<file path="config.mk">
export PLATFORM = sky130hd
export DESIGN_NAME = brs_top
export DESIGN_NICKNAME = d
export VERILOG_FILES = /design/src/rtl/brs_pkg.sv /design/src/rtl/brs_tmr_if.sv /design/src/rtl/brs_sync.sv /design/src/rtl/brs_timer.sv /design/src/rtl/brs_top.sv
export VERILOG_INCLUDE_DIRS = /design/src /design/src/rtl
export SDC_FILE = /design/constraint.sdc
export NUM_CORES = 1
export LEC_CHECK = 0
export ABC_AREA = 1
export BUFFER_PORTS_ARGS = -buffer_cell sky130_fd_sc_hd__buf_2
export CORE_MARGIN = 2
export CORE_UTILIZATION = 40
export CTS_BUF_LIST = sky130_fd_sc_hd__clkbuf_16
export DETAILED_ROUTE_END_ITERATION = 10
export GPL_ROUTABILITY_DRIVEN = 0
export SETUP_SLACK_MARGIN = 0.1
export SYNTH_ARGS = -nofsm -noshare
export SYNTH_HDL_FRONTEND = slang
export SYNTH_SLANG_ARGS = --single-unit
</file>
<file path="constraint.sdc">
create_clock -name aclk -period 2.3 [get_ports aclk]
set_input_delay 0.345 -clock aclk [delete_from_list [all_inputs] [get_ports aclk]]
set_output_delay 0.345 -clock aclk [all_outputs]
set_load 0.01 [all_outputs]
</file>
<file path="src/rtl/brs_consts.svh">
// Constants of the brown-out and start-up reset sequencer: offsets, fields, timing.
// Assumes an includer that compiles with SystemVerilog and a 200 MHz aclk.
// Summary of operation
// - The brown-out enable fuse gates brown-out detection; when it is clear brown-outs never reset.
// - With detection on, a supply dip below threshold lasting the qualifying time resets the chip.
// - After any reset source, with detection on, internal reset stays asserted while the supply is below threshold.
// - Once the supply recovers, the start-up delay timer, if enabled, holds reset 72 ms more.
// - With the active-low delay enable fuse set, a brown-out reset does not run the 72 ms delay.
// - A supply drop during the delay returns to brown-out hold and restarts the full 72 ms later.
// - On power-up the delay starts after the power-on pulse, then oscillator settling, then release.
// - External clock mode with the delay disabled gives no start-up delay at all.
// - Delays run from the power-on pulse regardless of the pin; a late pin release starts at once.
// - The power-on flag reads 0 after a power-on reset, is kept by other resets, software sets it.
// - The brown-out flag is cleared by a brown-out reset after software has set it.
`ifndef BRS_CONSTS_SVH
`define BRS_CONSTS_SVH

`define BRS_CLK_MHZ 200
`define BRS_STARTUP_DELAY_MS 72
`define BRS_STARTUP_CYCLES (`BRS_STARTUP_DELAY_MS * `BRS_CLK_MHZ * 1000)
`define BRS_BOD_MIN_NS 100
`define BRS_BOD_QUAL_CYCLES ((`BRS_BOD_MIN_NS * `BRS_CLK_MHZ + 999) / 1000)
`define BRS_OSC_SETTLE_CYCLES 1024
`define BRS_TMR_W 24

`define BRS_ADDR_W 8
`define BRS_OFF_FLAGS 8'h00
`define BRS_OFF_STATE 8'h04
`define BRS_OFF_EVENT 8'h08
`define BRS_OFF_MASK 8'h0C

`define BRS_FLAG_BOD 0
`define BRS_FLAG_POR 1
`define BRS_EV_W 4
`define BRS_EV_BROWNOUT 0
`define BRS_EV_WATCHDOG 1
`define BRS_EV_POWERON 2
`define BRS_EV_RELEASE 3

`define BRS_RESP_OKAY 2'b00
`define BRS_RESP_SLVERR 2'b10
`define BRS_ZERO32 32'h0000_0000

`endif

</file>
<file path="src/rtl/brs_pkg.sv">
// Types shared by the reset sequencer modules.
// Assumes brs_consts.svh is on the include path.
`include "brs_consts.svh"
package brs_pkg;
    typedef enum logic [2:0] {
        ST_POR = 3'h0,
        ST_BROWNOUT = 3'h1,
        ST_STARTUP = 3'h3,
        ST_OSC = 3'h2,
        ST_RUN = 3'h6
    } brs_state_t;
    typedef logic [`BRS_TMR_W-1:0] brs_count_t;
endpackage

</file>
<file path="src/rtl/brs_tmr_if.sv">
// Control and completion signals between the sequencer and one of its timers.
// Assumes both ends run on the same clock.
`timescale 1ns/1ps
`default_nettype none
interface brs_tmr_if;
    logic clear;
    logic run;
    logic done;
    modport ctl (output clear, output run, input done);
    modport tmr (input clear, input run, output done);
endinterface
`default_nettype wire

</file>
<file path="src/rtl/brs_sync.sv">
// Two flip-flop synchroniser for a group of asynchronous levels.
// Assumes the levels change slowly compared with aclk.
`timescale 1ns/1ps
`default_nettype none
module brs_sync #(
    parameter int unsigned W = 1,
    parameter logic [W-1:0] RST = '0
) (
    input wire logic aclk,
    input wire logic aresetn,
    input wire logic clk_en,
    input wire logic [W-1:0] d,
    output logic [W-1:0] q
);
    logic [W-1:0] meta_reg;
    logic [W-1:0] meta_next;
    logic [W-1:0] q_reg;
    logic [W-1:0] q_next;

    always_comb begin
        meta_next = d;
        q_next = meta_reg;
    end

    always_ff @(posedge aclk) begin
        if (!aresetn) begin
            meta_reg <= RST;
            q_reg <= RST;
        end else if (clk_en) begin
            meta_reg <= meta_next;
            q_reg <= q_next;
        end
    end

    assign q = q_reg;
endmodule
`default_nettype wire

</file>
<file path="src/rtl/brs_timer.sv">
// Saturating cycle counter: counts while run is high, clears on clear, done at LIMIT.
// Assumes LIMIT is at least one.
`timescale 1ns/1ps
`default_nettype none
`include "brs_consts.svh"
module brs_timer import brs_pkg::*; #(
    parameter brs_count_t LIMIT = 24'h00_0001
) (
    input wire logic aclk,
    input wire logic aresetn,
    input wire logic clk_en,
    brs_tmr_if.tmr t
);
    brs_count_t count_reg;
    brs_count_t count_next;

    always_comb begin
        count_next = count_reg;
        if (t.clear) begin
            count_next = '0;
        end else if (t.run && count_reg != LIMIT) begin
            count_next = count_reg + 24'h00_0001;
        end
    end

    always_ff @(posedge aclk) begin
        if (!aresetn) begin
            count_reg <= '0;
        end else if (clk_en) begin
            count_reg <= count_next;
        end
    end

    assign t.done = (count_reg == LIMIT);
endmodule
`default_nettype wire

</file>
<file path="src/rtl/brs_top.sv">
// Brown-out, power-on and pin reset sequencer with an AXI4-Lite status port.
// Assumes supply monitor, power-on pulse, pin and fuses are asynchronous levels.
`timescale 1ns/1ps
`default_nettype none
`include "brs_consts.svh"
module brs_top import brs_pkg::*; #(
    parameter int unsigned STARTUP_CYCLES = `BRS_STARTUP_CYCLES,
    parameter int unsigned OSC_SETTLE_CYCLES = `BRS_OSC_SETTLE_CYCLES,
    parameter int unsigned BOD_QUAL_CYCLES = `BRS_BOD_QUAL_CYCLES
) (
    // Clock, reset and freeze.
    input wire logic aclk,
    input wire logic aresetn,
    input wire logic clk_en,
    // Supply monitor and reset sources.
    input wire logic por_pulse,
    input wire logic brownout_detect,
    input wire logic watchdog_timer,
    input wire logic external_reset_pin_n,
    // Configuration fuses.
    input wire logic brownout_enable_fuse,
    input wire logic startup_delay_enable_n,
    input wire logic external_clock_mode,
    // Internal reset and interrupt.
    output logic chip_reset_n,
    output logic irq,
    // AXI4-Lite slave.
    input wire logic [`BRS_ADDR_W-1:0] s_axi_awaddr,
    input wire logic [2:0] s_axi_awprot,
    input wire logic s_axi_awvalid,
    output logic s_axi_awready,
    input wire logic [31:0] s_axi_wdata,
    input wire logic [3:0] s_axi_wstrb,
    input wire logic s_axi_wvalid,
    output logic s_axi_wready,
    output logic [1:0] s_axi_bresp,
    output logic s_axi_bvalid,
    input wire logic s_axi_bready,
    input wire logic [`BRS_ADDR_W-1:0] s_axi_araddr,
    input wire logic [2:0] s_axi_arprot,
    input wire logic s_axi_arvalid,
    output logic s_axi_arready,
    output logic [31:0] s_axi_rdata,
    output logic [1:0] s_axi_rresp,
    output logic s_axi_rvalid,
    input wire logic s_axi_rready
);
    // Synchronised pin-side levels.
    logic [5:0] raw_in;
    logic [5:0] sync_out;
    logic por_s;
    logic bod_low_s;
    logic pin_s;
    logic bod_en_s;
    logic delay_off_s;
    logic ext_clk_s;

    assign raw_in = {external_clock_mode, startup_delay_enable_n, brownout_enable_fuse,
                     external_reset_pin_n, brownout_detect, por_pulse};

    brs_sync #(.W(6), .RST(6'h01)) u_sync (
        .aclk(aclk),
        .aresetn(aresetn),
        .clk_en(clk_en),
        .d(raw_in),
        .q(sync_out)
    );

    assign por_s = sync_out[0];
    assign bod_low_s = sync_out[1];
    assign pin_s = sync_out[2];
    assign bod_en_s = sync_out[3];
    assign delay_off_s = sync_out[4];
    assign ext_clk_s = sync_out[5];

    // Timers: brown-out qualification, start-up delay, oscillator settling.
    brs_tmr_if qual_if ();
    brs_tmr_if start_if ();
    brs_tmr_if osc_if ();

    brs_timer #(.LIMIT(`BRS_TMR_W'(BOD_QUAL_CYCLES))) u_qual (
        .aclk(aclk),
        .aresetn(aresetn),
        .clk_en(clk_en),
        .t(qual_if.tmr)
    );

    brs_timer #(.LIMIT(`BRS_TMR_W'(STARTUP_CYCLES))) u_start (
        .aclk(aclk),
        .aresetn(aresetn),
        .clk_en(clk_en),
        .t(start_if.tmr)
    );

    brs_timer #(.LIMIT(`BRS_TMR_W'(OSC_SETTLE_CYCLES))) u_osc (
        .aclk(aclk),
        .aresetn(aresetn),
        .clk_en(clk_en),
        .t(osc_if.tmr)
    );

    // Sequencer state.
    brs_state_t state_reg;
    brs_state_t state_next;
    logic chip_reset_n_reg;
    logic chip_reset_n_next;
    logic bod_armed;
    logic bod_event;
    logic supply_low;

    // Detection is gated by the fuse; a dip is a reset event only once qualified, but supply_low holds or returns to brown-out at once.
    assign bod_armed = bod_en_s && bod_low_s;
    assign supply_low = bod_armed;
    assign bod_event = bod_armed && qual_if.done;

    assign qual_if.clear = !bod_armed;
    assign qual_if.run = bod_armed;
    assign start_if.clear = (state_reg != ST_STARTUP);
    assign start_if.run = (state_reg == ST_STARTUP);
    assign osc_if.clear = (state_reg != ST_OSC);
    assign osc_if.run = (state_reg == ST_OSC);

    always_comb begin
        state_next = state_reg;
        if (por_s) begin
            state_next = ST_POR;
        end else if (bod_event || watchdog_timer) begin
            state_next = ST_BROWNOUT;
        end else begin
            unique case (state_reg)
                ST_POR: begin
                    state_next = ST_BROWNOUT;
                end
                ST_BROWNOUT: begin
                    if (!supply_low) begin
                        if (!delay_off_s) begin
                            state_next = ST_STARTUP;
                        end else if (ext_clk_s) begin
                            state_next = ST_RUN;
                        end else begin
                            state_next = ST_OSC;
                        end
                    end
                end
                ST_STARTUP: begin
                    if (supply_low) begin
                        state_next = ST_BROWNOUT;
                    end else if (start_if.done) begin
                        state_next = ext_clk_s ? ST_RUN : ST_OSC;
                    end
                end
                ST_OSC: begin
                    if (supply_low) begin
                        state_next = ST_BROWNOUT;
                    end else if (osc_if.done) begin
                        state_next = ST_RUN;
                    end
                end
                ST_RUN: begin
                    state_next = ST_RUN;
                end
                default: begin
                    state_next = ST_POR;
                end
            endcase
        end
        // The sequence runs on its own; the pin only gates the final release.
        chip_reset_n_next = (state_next == ST_RUN) && pin_s;
    end

    always_ff @(posedge aclk) begin
        if (!aresetn) begin
            state_reg <= ST_POR;
            chip_reset_n_reg <= 1'b0;
        end else if (clk_en) begin
            state_reg <= state_next;
            chip_reset_n_reg <= chip_reset_n_next;
        end
    end

    // Status flags, event bits, mask and interrupt.
    logic por_flag_reg;
    logic por_flag_next;
    logic bod_flag_reg;
    logic bod_flag_next;
    logic [`BRS_EV_W-1:0] event_reg;
    logic [`BRS_EV_W-1:0] event_next;
    logic [`BRS_EV_W-1:0] event_set;
    logic [`BRS_EV_W-1:0] mask_reg;
    logic [`BRS_EV_W-1:0] mask_next;
    logic irq_reg;
    logic irq_next;

    // AXI4-Lite channel state.
    logic aw_got_reg;
    logic aw_got_next;
    logic w_got_reg;
    logic w_got_next;
    logic [`BRS_ADDR_W-1:0] waddr_reg;
    logic [`BRS_ADDR_W-1:0] waddr_next;
    logic [31:0] wdata_reg;
    logic [31:0] wdata_next;
    logic wlane_reg;
    logic wlane_next;
    logic awready_reg;
    logic awready_next;
    logic wready_reg;
    logic wready_next;
    logic bvalid_reg;
    logic bvalid_next;
    logic [1:0] bresp_reg;
    logic [1:0] bresp_next;
    logic arready_reg;
    logic arready_next;
    logic rvalid_reg;
    logic rvalid_next;
    logic [1:0] rresp_reg;
    logic [1:0] rresp_next;
    logic [31:0] rdata_reg;
    logic [31:0] rdata_next;
    logic do_write;
    logic wr_hit;

    assign event_set[`BRS_EV_BROWNOUT] = bod_event;
    assign event_set[`BRS_EV_WATCHDOG] = watchdog_timer;
    assign event_set[`BRS_EV_POWERON] = por_s && (state_reg != ST_POR);
    assign event_set[`BRS_EV_RELEASE] = (state_next == ST_RUN) && (state_reg != ST_RUN);

    assign do_write = aw_got_reg && w_got_reg && !bvalid_reg;

    always_comb begin
        wr_hit = 1'b1;
        por_flag_next = por_flag_reg;
        bod_flag_next = bod_flag_reg;
        event_next = event_reg;
        mask_next = mask_reg;
        if (do_write && wlane_reg) begin
            unique case (waddr_reg)
                `BRS_OFF_FLAGS: begin
                    por_flag_next = wdata_reg[`BRS_FLAG_POR];
                    bod_flag_next = wdata_reg[`BRS_FLAG_BOD];
                end
                `BRS_OFF_EVENT: begin
                    event_next = event_reg & ~wdata_reg[`BRS_EV_W-1:0];
                end
                `BRS_OFF_MASK: begin
                    mask_next = wdata_reg[`BRS_EV_W-1:0];
                end
                `BRS_OFF_STATE: begin
                    wr_hit = 1'b1;
                end
                default: begin
                    wr_hit = 1'b0;
                end
            endcase
        end else if (do_write) begin
            wr_hit = (waddr_reg == `BRS_OFF_FLAGS) || (waddr_reg == `BRS_OFF_STATE) ||
                     (waddr_reg == `BRS_OFF_EVENT) || (waddr_reg == `BRS_OFF_MASK);
        end
        // Hardware updates take priority over a software write in the same cycle.
        if (por_s) begin
            por_flag_next = 1'b0;
        end
        if (bod_event) begin
            bod_flag_next = 1'b0;
        end
        event_next = event_next | event_set;
        irq_next = |(event_next & mask_next);
    end

    always_comb begin
        aw_got_next = aw_got_reg;
        w_got_next = w_got_reg;
        waddr_next = waddr_reg;
        wdata_next = wdata_reg;
        wlane_next = wlane_reg;
        bvalid_next = bvalid_reg;
        bresp_next = bresp_reg;
        if (s_axi_awvalid && awready_reg) begin
            aw_got_next = 1'b1;
            waddr_next = {s_axi_awaddr[`BRS_ADDR_W-1:2], 2'b00};
        end
        if (s_axi_wvalid && wready_reg) begin
            w_got_next = 1'b1;
            wdata_next = s_axi_wdata;
            wlane_next = s_axi_wstrb[0];
        end
        if (do_write) begin
            aw_got_next = 1'b0;
            w_got_next = 1'b0;
            bvalid_next = 1'b1;
            bresp_next = wr_hit ? `BRS_RESP_OKAY : `BRS_RESP_SLVERR;
        end else if (bvalid_reg && s_axi_bready) begin
            bvalid_next = 1'b0;
        end
        awready_next = !aw_got_next && !bvalid_next;
        wready_next = !w_got_next && !bvalid_next;
    end

    always_comb begin
        rvalid_next = rvalid_reg;
        rresp_next = rresp_reg;
        rdata_next = rdata_reg;
        if (s_axi_arvalid && arready_reg) begin
            rvalid_next = 1'b1;
            rresp_next = `BRS_RESP_OKAY;
            rdata_next = `BRS_ZERO32;
            unique case ({s_axi_araddr[`BRS_ADDR_W-1:2], 2'b00})
                `BRS_OFF_FLAGS: begin
                    rdata_next[`BRS_FLAG_POR] = por_flag_reg;
                    rdata_next[`BRS_FLAG_BOD] = bod_flag_reg;
                end
                `BRS_OFF_STATE: begin
                    rdata_next[2:0] = state_reg;
                    rdata_next[3] = chip_reset_n_reg;
                    rdata_next[4] = pin_s;
                    rdata_next[5] = bod_low_s;
                end
                `BRS_OFF_EVENT: begin
                    rdata_next[`BRS_EV_W-1:0] = event_reg;
                end
                `BRS_OFF_MASK: begin
                    rdata_next[`BRS_EV_W-1:0] = mask_reg;
                end
                default: begin
                    rresp_next = `BRS_RESP_SLVERR;
                end
            endcase
        end else if (rvalid_reg && s_axi_rready) begin
            rvalid_next = 1'b0;
        end
        arready_next = !rvalid_next;
    end

    always_ff @(posedge aclk) begin
        if (!aresetn) begin
            por_flag_reg <= 1'b0;
            bod_flag_reg <= 1'b0;
            event_reg <= '0;
            mask_reg <= '0;
            irq_reg <= 1'b0;
            aw_got_reg <= 1'b0;
            w_got_reg <= 1'b0;
            waddr_reg <= '0;
            wdata_reg <= `BRS_ZERO32;
            wlane_reg <= 1'b0;
            awready_reg <= 1'b0;
            wready_reg <= 1'b0;
            bvalid_reg <= 1'b0;
            bresp_reg <= `BRS_RESP_OKAY;
            arready_reg <= 1'b0;
            rvalid_reg <= 1'b0;
            rresp_reg <= `BRS_RESP_OKAY;
            rdata_reg <= `BRS_ZERO32;
        end else if (clk_en) begin
            por_flag_reg <= por_flag_next;
            bod_flag_reg <= bod_flag_next;
            event_reg <= event_next;
            mask_reg <= mask_next;
            irq_reg <= irq_next;
            aw_got_reg <= aw_got_next;
            w_got_reg <= w_got_next;
            waddr_reg <= waddr_next;
            wdata_reg <= wdata_next;
            wlane_reg <= wlane_next;
            awready_reg <= awready_next;
            wready_reg <= wready_next;
            bvalid_reg <= bvalid_next;
            bresp_reg <= bresp_next;
            arready_reg <= arready_next;
            rvalid_reg <= rvalid_next;
            rresp_reg <= rresp_next;
            rdata_reg <= rdata_next;
        end
    end

    assign chip_reset_n = chip_reset_n_reg;
    assign irq = irq_reg;
    assign s_axi_awready = awready_reg;
    assign s_axi_wready = wready_reg;
    assign s_axi_bvalid = bvalid_reg;
    assign s_axi_bresp = bresp_reg;
    assign s_axi_arready = arready_reg;
    assign s_axi_rvalid = rvalid_reg;
    assign s_axi_rresp = rresp_reg;
    assign s_axi_rdata = rdata_reg;
endmodule
`default_nettype wire

</file>
==> flow_summary.toml, run 1 <==
[clock_network]
clock_net_sink_count = 125
clkTransAtPathRegs_ns = 0.06
max-clock-path-buffers = 2
cell_at_the_root_of_the_clock_tree = "clkbuf_16"
clock_insertion_delay_worst_skew_ns = 0.42
ctsHtreeMaxLevel = 4
hold_buffers = 0
cts_resized = 0
cts-buffers-inserted = 17
post-cts-setup-buffer-count = 0
cts_tree = "built"

[power_and_ir_drop]
power_switching_mw = 1.34
p_leak_nw = 3.11
power_frac_comb = 0.063
power_switching_share = 0.249
clock_network_fraction_of_total_power = 0.519
ir_drop_mv = 0.541
power_frac_seq = 0.419
internal_power_mw = 4.04
final_total_power_mw = 5.39
power_density_nw_per_um2 = 674

[global_route]
grtUsageTotal = 0.198
initial_antenna_violation_count = 0
vias_in_the_first_global_route = 5999
grt_overflow = 0
largest_net_degree_at_the_start_of_global_routing = 36
grt_first_pass_wirelength_mm = 29.3

[synthesis]
syn-mean-instance-area_um2 = 6.81
number_of_warnings_issued_by_yosys = 0
seq_total_area_yosys = 0.357
synth.cells.most_frequent = "nand2_1 (184), nor2_1 (128), dfxtp_1 (125)"
yosys.cell_count.top_type = "nand2_1"
dominant_cells_by_area_after_synthesis = "dfxtp_1 (36%), nand2_1 (9.9%), a21oi_1 (7.4%), nor2_1 (6.9%), inv_1 (5.7%)"
synth_async_sr_flop_share = 0
synth_top_area_share = 0.357
yosys.cell_types.count = 53
synth_enable_flop_cells = 0
synth_largest_area_cell = "dfxtp_1"
synth-seq-cells = 125
netlist_instances = 1028
postSynth.topFlopCell = "dfxtp_1"
syn_area_um2 = 7000

[timing]
finalCritPeriodShare = 0.862
total_negative_setup_slacks_ns = 0
timing_hold_violations_final = 0
report.final.slew_viol_count = 0
achievable-frequency_ghz = 0.504
setup_repair_after_global_routing_missed_its_margin = "no"
actual_slew_at_the_worst_max_slew_pin_ns = 0.563
finalClockSkew_ns = 0.00827
final.min_clock_period_ns = 1.98
slew_headroom = 0.622
postLayoutSetupSlackWorst_ns = 0.317
setup_viol = 0

[placement]
placement.io_buffers = 46
dp_hpwl_mm = 12.8
pre_cts_slack_ns = 0.278

[finish]
antenna_cells = 0
fillerInstances = 1809
layout-drive-gt1-share = 0.128
layout.nets = 1159
multiInputGateArea_um2 = 3780
area_growth_pct = 14.2
final-seq-area_um2 = 2500

[detailed_routing]
routed_via_density = 5.04
wl_mm = 17.6
vias_after_detailed_routing = 6639
drt_first_pass_iters = 6
routed_wire_length_per_instance_um = 13.4
initialDrtViolationCount = 444
drc = 0
antenna_violating_nets_left = 0

[worst_setup_path]
reg2reg_setup_slack_ns = 0.32
crit_fanout = 19
critPathRequiredTime_ns = 2.66
critPathLaunchType = "flop"
timing.critical_path.to_type = "flop"
worst-endpoint-arrival_ns = 2.34
worstSetupPathType = "reg2reg"

[floorplan]
initial_core_utilization = 0.406
die-area_um2 = 18600
core_um2 = 17200
die_height_um = 136
core.rowCount = 48
top_level_ports = 116
dieWidth_um = 136

[run_status]
outcome = "complete, no violations"

[hold_path]
min-delay-path-class = "in2reg"

[job]
maxCapViolCount = 0
power by group through the flow:
stage	Clock, mW	Combinational [mW]	Sequential [mW]
global placement	0	0.332	2.30
global route	2.94	0.384	2.26
CTS	2.84	0.339	2.25
floorplan	0	0.265	2.30
finish	2.80	0.337	2.25
detailed placement	0	0.338	2.30
metrics by stage:
step	instance area, um2	hold WS [ns]	instances	util
after floorplan	7110	0.424	1055	-
after global placement	7380	0.437	1286	0.428
after detailed placement	7380	0.439	1286	0.428
after CTS	8000	0.128	1318	0.464
after global routing	8000	0.133	1318	0.464
final	8000	0.143	1318	0.464
per-layer routing:
layer / track usage / wire length [um]
met1: 0.270 / 8680
met5: 0 / 0
met4: 0.0515 / 168
met3: 0.0418 / 580
met2: 0.319 / 8170
layout by cell type (no fill, tap or decap), types with 3 or more instances in the layout:
cell and count:
nand2_1 184, or2_2 3, inv_6 6, o21ai_0 65, nand3_2 3, clkinvlp_4 3
inv_1 105, a211oi_1 5, buf_2 46, xnor2_1 6, nand3_1 58, nor3_1 39
inv_2 15, conb_1 28, ha_1 6, bufinv_16 3, o21ai_1 4, clkbuf_16 17
o21a_1 5, clkinv_1 3, dfxtp_1 125, nor3_2 5, buf_4 16, xor2_1 16
nor2_4 3, a21oi_1 103, nand2_2 5, nor4_1 9, nor2_1 128, clkinv_4 3
nand4_1 44, o221ai_1 4
kinds of logic after synthesis:
group	Yosys count	synth area share
simple gates	494	0.326
compound gates	201	0.161
buf+inv	179	0.117
flops	125	0.357
xor+xnor	22	0.0275
fa+ha+maj	6	0.0107
other cells	1	0.000535
path summary, 6_finish.rpt:
path / start / to / depth (start not counted)
max: u_qual.count_reg[0] / u_qual.count_reg[17] / 12
min: startup_delay_enable_n / u_sync.meta_reg[4] / 3
max reg2reg: u_qual.count_reg[0] / u_qual.count_reg[17] / 12
min reg2reg: waddr_reg[7] / waddr_reg[7] / 2
cell type report:
type / instances / area share
Sequential cell: 125 / 0.313
Clock inverter: 15 / 0.0233
Inverter: 123 / 0.0584
Tap cell: 225 / 0.0352
Multi-Input combinational cell: 751 / 0.473
Timing Repair Buffer: 62 / 0.0438
Clock buffer: 17 / 0.0532
worst max-delay path: stages (launching register included):
cell and delay, ns:
dfxtp_1 0.37, inv_1 0.08, ha_1 0.19, nand3_1 0.10, nor2_1 0.06, nand3_2 0.15, nand2_4 0.20, inv_6 0.21
nand4_2 0.12, or2_1 0.24, nand2_1 0.06, nand2_1 0.04, nor2_1 0.08
Note: power is estimated with default switching activity, not from simulation.
==> inputs of run 2 (changes only) <==
- PLACE_DENSITY: not set -> 0.62
==> run 2 against run 1 <==
Sequential power hardly changed. Final cell count hardly changed. Critical path depth is 1 lower. Sequential cell count stayed put. Die area stayed put. Total power is 2.8% lower. Hold slack hardly changed. Non-clock buffer count is 1 higher. Register-to-register slack better by 0.03 ns. Critical endpoint is now u_start.count_reg[4]. Largest cell class unchanged. Highest routed layer unchanged.
==> flow_summary.toml, run 2 (same netlist as run 1, synthesis figures left out) <==
[run_status]
outcome = "complete, no violations"

[timing]
slew_headroom = 0.613
achievable-frequency_ghz = 0.512
finalClockSkew_ns = 0.0106
setup_viol = 0
report.final.slew_viol_count = 0
total_negative_setup_slacks_ns = 0
finalCritPeriodShare = 0.850
setup_repair_after_global_routing_missed_its_margin = "no"
hold-worst-slack_ns = 0.143
final.min_clock_period_ns = 1.95
postLayoutSetupSlackWorst_ns = 0.346
actual_slew_at_the_worst_max_slew_pin_ns = 0.576
timing_hold_violations_final = 0

[worst_setup_path]
reg2reg_setup_slack_ns = 0.35
critPathLaunchType = "flop"
worstSetupPathType = "reg2reg"
critical_path_buf_inv_count = 3
cp_top_family = "compound AO/OA/AOI/OAI gates"
worst-endpoint-arrival_ns = 2.32
timing.critical_path.to_type = "flop"
crit_fanout = 9
critical-path-max-stage-delay_ns = 0.35
critPathRequiredTime_ns = 2.67
critical_path_cell_with_the_highest_stage_delay = "dfxtp_1"
timing.critical_path.mode_cell = "inv_1"
crit_chain = "inv_1 > ha_1 > inv_1 > nor2_1 > nand2_1 > nor2_4 > a31oi_4 > buf_4 > nand3_1 > o21ai_0 > o211a_1"

[finish]
final_common_cell = "nand2_1"
layout.nets = 1160
fin_area_um2 = 7970
antenna_cells = 0
layout-drive-gt1-share = 0.130
area_growth_pct = 13.8
fillerInstances = 1786
layout.cells.most_common_list = "nand2_1 (184), nor2_1 (128), dfxtp_1 (125)"

[placement]
dpl-instance-area_um2 = 7390
pre_cts_slack_ns = 0.363
dp_hpwl_mm = 12.6
placement.io_buffers = 46

[power_and_ir_drop]
power_frac_comb = 0.065
power_switching_share = 0.265
power_switching_mw = 1.39
ir_drop_mv = 0.879
power_frac_seq = 0.430
internal_power_mw = 3.85
power_density_nw_per_um2 = 657
p_leak_nw = 3.10
clock_network_fraction_of_total_power = 0.505

[floorplan]
die_height_um = 136
top_level_ports = 116
core.rowCount = 48
die-area_um2 = 18600
initial_core_utilization = 0.406
core_um2 = 17200
dieWidth_um = 136

[clock_network]
clock_net_sink_count = 125
hold_buffers = 0
max-clock-path-buffers = 2
ctsHtreeMaxLevel = 4
cts-buffers-inserted = 17
cell_at_the_root_of_the_clock_tree = "clkbuf_16"
clock_insertion_delay_worst_skew_ns = 0.43
clkTransAtPathRegs_ns = 0.06
cts_tree = "built"

[detailed_routing]
routed_wire_length_per_instance_um = 13.2
initialDrtViolationCount = 470
routed_via_density = 5.06
drt_first_pass_iters = 5
antenna_violating_nets_left = 0
drc = 0
vias_after_detailed_routing = 6679
wl_mm = 17.4

[global_route]
vias_in_the_first_global_route = 6122
grt_overflow = 0
grtUsageTotal = 0.198
grt_first_pass_wirelength_mm = 29.7
largest_net_degree_at_the_start_of_global_routing = 28
initial_antenna_violation_count = 0

[hold_path]
min-delay-path-class = "in2reg"

[job]
maxCapViolCount = 0
## run 2: cell count changes in the layout (fill, tap and decap cells not counted), sizes merged
| cell | before | now |
|---|---|---|
| buf | 62 | 63 |
| inv | 126 | 132 |
| clkinv | 6 | 2 |
| bufinv | 3 | 1 |
## run 2: power groups by stage
stage                     logic, mW  clock network [mW]  registers, mW
after floorplan               0.265                   0           2.30
after global placement        0.334                   0           2.30
after detailed placement      0.337                   0           2.30
after CTS                     0.339                2.68           2.25
after global routing          0.387                2.80           2.26
final                         0.338                2.64           2.25
## run 2: worst reg2reg max path, cell delays in order, from the launching register on
cell	delay, ns
dfxtp_1	0.35
inv_1	0.09
ha_1	0.18
inv_1	0.05
nor2_1	0.04
nand2_1	0.12
nor2_4	0.07
a31oi_4	0.33
buf_4	0.25
nand3_1	0.12
o21ai_0	0.16
o211a_1	0.16
## run 2: final timing paths
path / start / to / cells past startpoint
worst max register to register: u_start.count_reg[1] / u_start.count_reg[4] / 11
worst min register to register: waddr_reg[7] / waddr_reg[7] / 2
worst max-delay path: u_start.count_reg[1] / u_start.count_reg[4] / 11
worst min-delay path: brownout_detect / u_sync.meta_reg[1] / 3
## run 2: layout make-up
| class | count | area (um2) | area share |
|---|---|---|---|
| Tap cell | 225 | 282 | 0.0353 |
| Timing Repair Buffer | 63 | 358 | 0.0449 |
| Inverter | 123 | 469 | 0.0589 |
| Sequential cell | 125 | 2500 | 0.314 |
| Multi-Input combinational cell | 751 | 3780 | 0.475 |
| Clock buffer | 17 | 425 | 0.0534 |
| Clock inverter | 15 | 151 | 0.0190 |
## run 2: per-layer routing
layer | up-vias | share of wire | routed length [um] | track usage
met5 | - | 0 | 0 | 0
met4 | 0 | 0.011 | 190 | 0.0561
met3 | 19 | 0.036 | 622 | 0.0399
met2 | 129 | 0.46 | 7990 | 0.317
met1 | 3039 | 0.49 | 8560 | 0.269
li1 | 3492 | - | - | -
## run 2: stage by stage
stage	power, mW	util	instances
finish	5.23	0.463	1319
global route	5.44	0.463	1319
CTS	5.28	0.462	1319
detailed placement	2.64	0.429	1287
global placement	2.63	0.429	1287
floorplan	2.56	-	1055
## run 2: what timing repair did
action,CTS,global route
endpoints found under the setup margin,0,2
buffers inserted,0,0
gates resized for setup,0,3
==> inputs of run 3 (changes only) <==
- ABC_AREA: 1 -> 0
- PLACE_DENSITY: 0.62 -> 0.63
- clock period: 2.3 -> 2 ns (I/O delays scaled with it)
==> run 3 against run 2 <==
Global-route usage fell by 3.6 points. Die area fell by 9.2%. Clock skew barely moved. Total power rose by 6.3%. First-iteration DRC count fell by 40%. Cell area fell by 1.8%. Combinational power fell by 14%. Largest power group unchanged. Sequential cell count did not move. Sequential share of layout area rose by 0.73 points.
==> flow_summary.toml, run 3 <==
[finish]
fin_cells = 1032
layout.nets = 884
antenna_cells = 0
area_growth_pct = 23.4
final_common_cell = "dfxtp_1"
layout.cells.most_common_list = "dfxtp_1 (118), nor2_1 (73), nand2_1 (61)"
layout.core_utilization = 0.498
fin_area_um2 = 7830
layout-drive-gt1-share = 0.244

[detailed_routing]
wl_mm = 13.4
antenna_violating_nets_left = 0
initialDrtViolationCount = 284
drt_first_pass_iters = 4
vias_after_detailed_routing = 5090
drc = 0
routed_via_density = 4.93
routed_wire_length_per_instance_um = 13.0

[worst_setup_path]
rr_startpoint = "u_start.count_reg[1]"
worstSetupPathType = "reg2reg"
critical_path_cell_with_the_highest_stage_delay = "o311ai_4"
rr_worst_depth = 9
critical-path-max-stage-delay_ns = 0.34
critPathLaunchType = "flop"
critPathRequiredTime_ns = 2.30
timing.critical_path.to_type = "flop"
reg2reg_setup_slack_ns = 0.12
crit_chain = "inv_2 > ha_4 > nor4b_4 > nand4_4 > o311ai_4 > buf_6 > nor3_1 > xnor2_1 > nor2_1"
capture_instance_of_the_worst_register_to_register_path = "u_start.count_reg[16]"
worst-endpoint-arrival_ns = 2.18
crit_fanout = 6

[clock_network]
cts-buffers-inserted = 17
clock_net_sink_count = 125
hold_buffers = 0
max-clock-path-buffers = 2
cts_tree = "built"
ctsHtreeMaxLevel = 4
cell_at_the_root_of_the_clock_tree = "clkbuf_16"
clock_insertion_delay_worst_skew_ns = 0.42
clkTransAtPathRegs_ns = 0.05

[synthesis]
seq_total_area_yosys = 0.395
postSynth.topFlopCell = "dfxtp_1"
synth_largest_area_cell = "dfxtp_1"
synth_async_sr_flop_share = 0
synth_enable_flop_cells = 0
synth_top_area_share = 0.395
synth.cells.most_frequent = "dfxtp_1 (125), nor2_1 (75), nand2_1 (62)"
dominant_cells_by_area_after_synthesis = "dfxtp_1 (39%), xnor2_1 (5.2%), mux2i_1 (5.1%), nor2_1 (4.4%), nor2b_1 (4.0%)"
syn-mean-instance-area_um2 = 8.81
number_of_warnings_issued_by_yosys = 0
yosys.cell_types.count = 71
syn_area_um2 = 6340
netlist_instances = 720
synth-seq-cells = 125
yosys.cell_count.top_type = "dfxtp_1"

[timing]
finalCritPeriodShare = 0.938
finalClockSkew_ns = 0.0106
actual_slew_at_the_worst_max_slew_pin_ns = 0.502
slew_headroom = 0.664
postLayoutSetupSlackWorst_ns = 0.125
timing_hold_violations_final = 0
setup_viol = 0
setup_repair_after_global_routing_missed_its_margin = "yes"
total_negative_setup_slacks_ns = 0
report.final.slew_viol_count = 0
achievable-frequency_ghz = 0.533
hold-worst-slack_ns = 0.101
final.min_clock_period_ns = 1.88

[power_and_ir_drop]
p_leak_nw = 2.95
final_total_power_mw = 5.56
power_density_nw_per_um2 = 711
ir_drop_mv = 0.559

[global_route]
vias_in_the_first_global_route = 4562
initial_antenna_violation_count = 0
grt_first_pass_wirelength_mm = 21.9
grt_overflow = 0
largest_net_degree_at_the_start_of_global_routing = 28
grtUsageTotal = 0.162

[job]
maxCapViolCount = 0

[hold_path]
min-delay-path-class = "in2reg"
min_to = "u_sync.meta_reg[0]"
hp-start = "por_pulse"
hold_path_cell_cnt = 3

[run_status]
outcome = "complete, no violations"

[floorplan]
core.rowCount = 46
initial_core_utilization = 0.404
top_level_ports = 116
core_um2 = 15700
dieWidth_um = 130
die-area_um2 = 16900
die_height_um = 130

[placement]
dp_hpwl_mm = 8.94
pre_cts_slack_ns = 0.0109
place.detailed.instances = 994
dpl-instance-area_um2 = 6950
placement.io_buffers = 46
## run 3: cell count changes in the layout (fill, tap and decap cells not counted), moves of 41 or more
cell     change
inv_1       -81
nand2_1    -123
nor2_1      -55
a21oi_1     -86
o21ai_0     -51
nor2b_1     +41
## run 3: cell type report
class	instances	area [um2]
flip-flops and latches	125	2510
fillers	1482	7890
multi-input cells	538	3770
repair buffers	96	654
clock inverters	13	88.8
inverters	27	101
well taps	216	270
clock buffers	17	425
## run 3: worst max path at each step
stage	startpoint	end	slack (ns)	cells after the start
finish	u_start.count_reg[1]	u_start.count_reg[16]	0.12	9
global route	u_osc.count_reg[2]	event_reg[3]	0.01	6
CTS	u_qual.count_reg[1]	u_qual.count_reg[10]	0.04	8
detailed placement	u_qual.count_reg[1]	chip_reset_n	0.01	8
global placement	u_osc.count_reg[0]	u_osc.count_reg[5]	0.02	8
floorplan	waddr_reg[4]	bod_flag_reg	0.19	5
## run 3: critical path: cells and delay by family (launching register included)
family | cells | cell delay, ns
xor+xnor | 1 | 0.14
buf+inv | 2 | 0.27
compound gates | 1 | 0.34
flops | 1 | 0.33
fa+ha+maj | 1 | 0.12
simple gates | 4 | 0.55
## run 3: cells by family (layout without fill, tap and decap cells)
logic type | Yosys count | count (layout) | synth area share
DFF | 125 | 125 | 0.395
other | 1 | 28 | 0.000591
and+or+nand+nor | 330 | 330 | 0.290
AOI/OAI and AO/OA | 80 | 80 | 0.0900
adders and majority gates | 6 | 6 | 0.0118
muxes | 37 | 37 | 0.0635
buffers and inverters | 84 | 153 | 0.0706
xor gates and xnor gates | 57 | 57 | 0.0787
## run 3: per-layer routing
metal	track usage	share of wire
met1	0.218	0.49
met2	0.248	0.46
met3	0.0451	0.038
met4	0.0601	0.0084
met5	0	0
## run 3: what timing repair did
action | CTS | global route
pin swaps | 4 | 33
setup buffers | 0 | 8
cloned | 0 | 0
endpoints found under the setup margin | 17 | 55
resized for setup | 6 | 59
## run 3: power breakdown
group,internal (mW),switching (mW)
Clock,1.65,1.07
Sequential,2.52,0.0260
Combinational,0.127,0.166
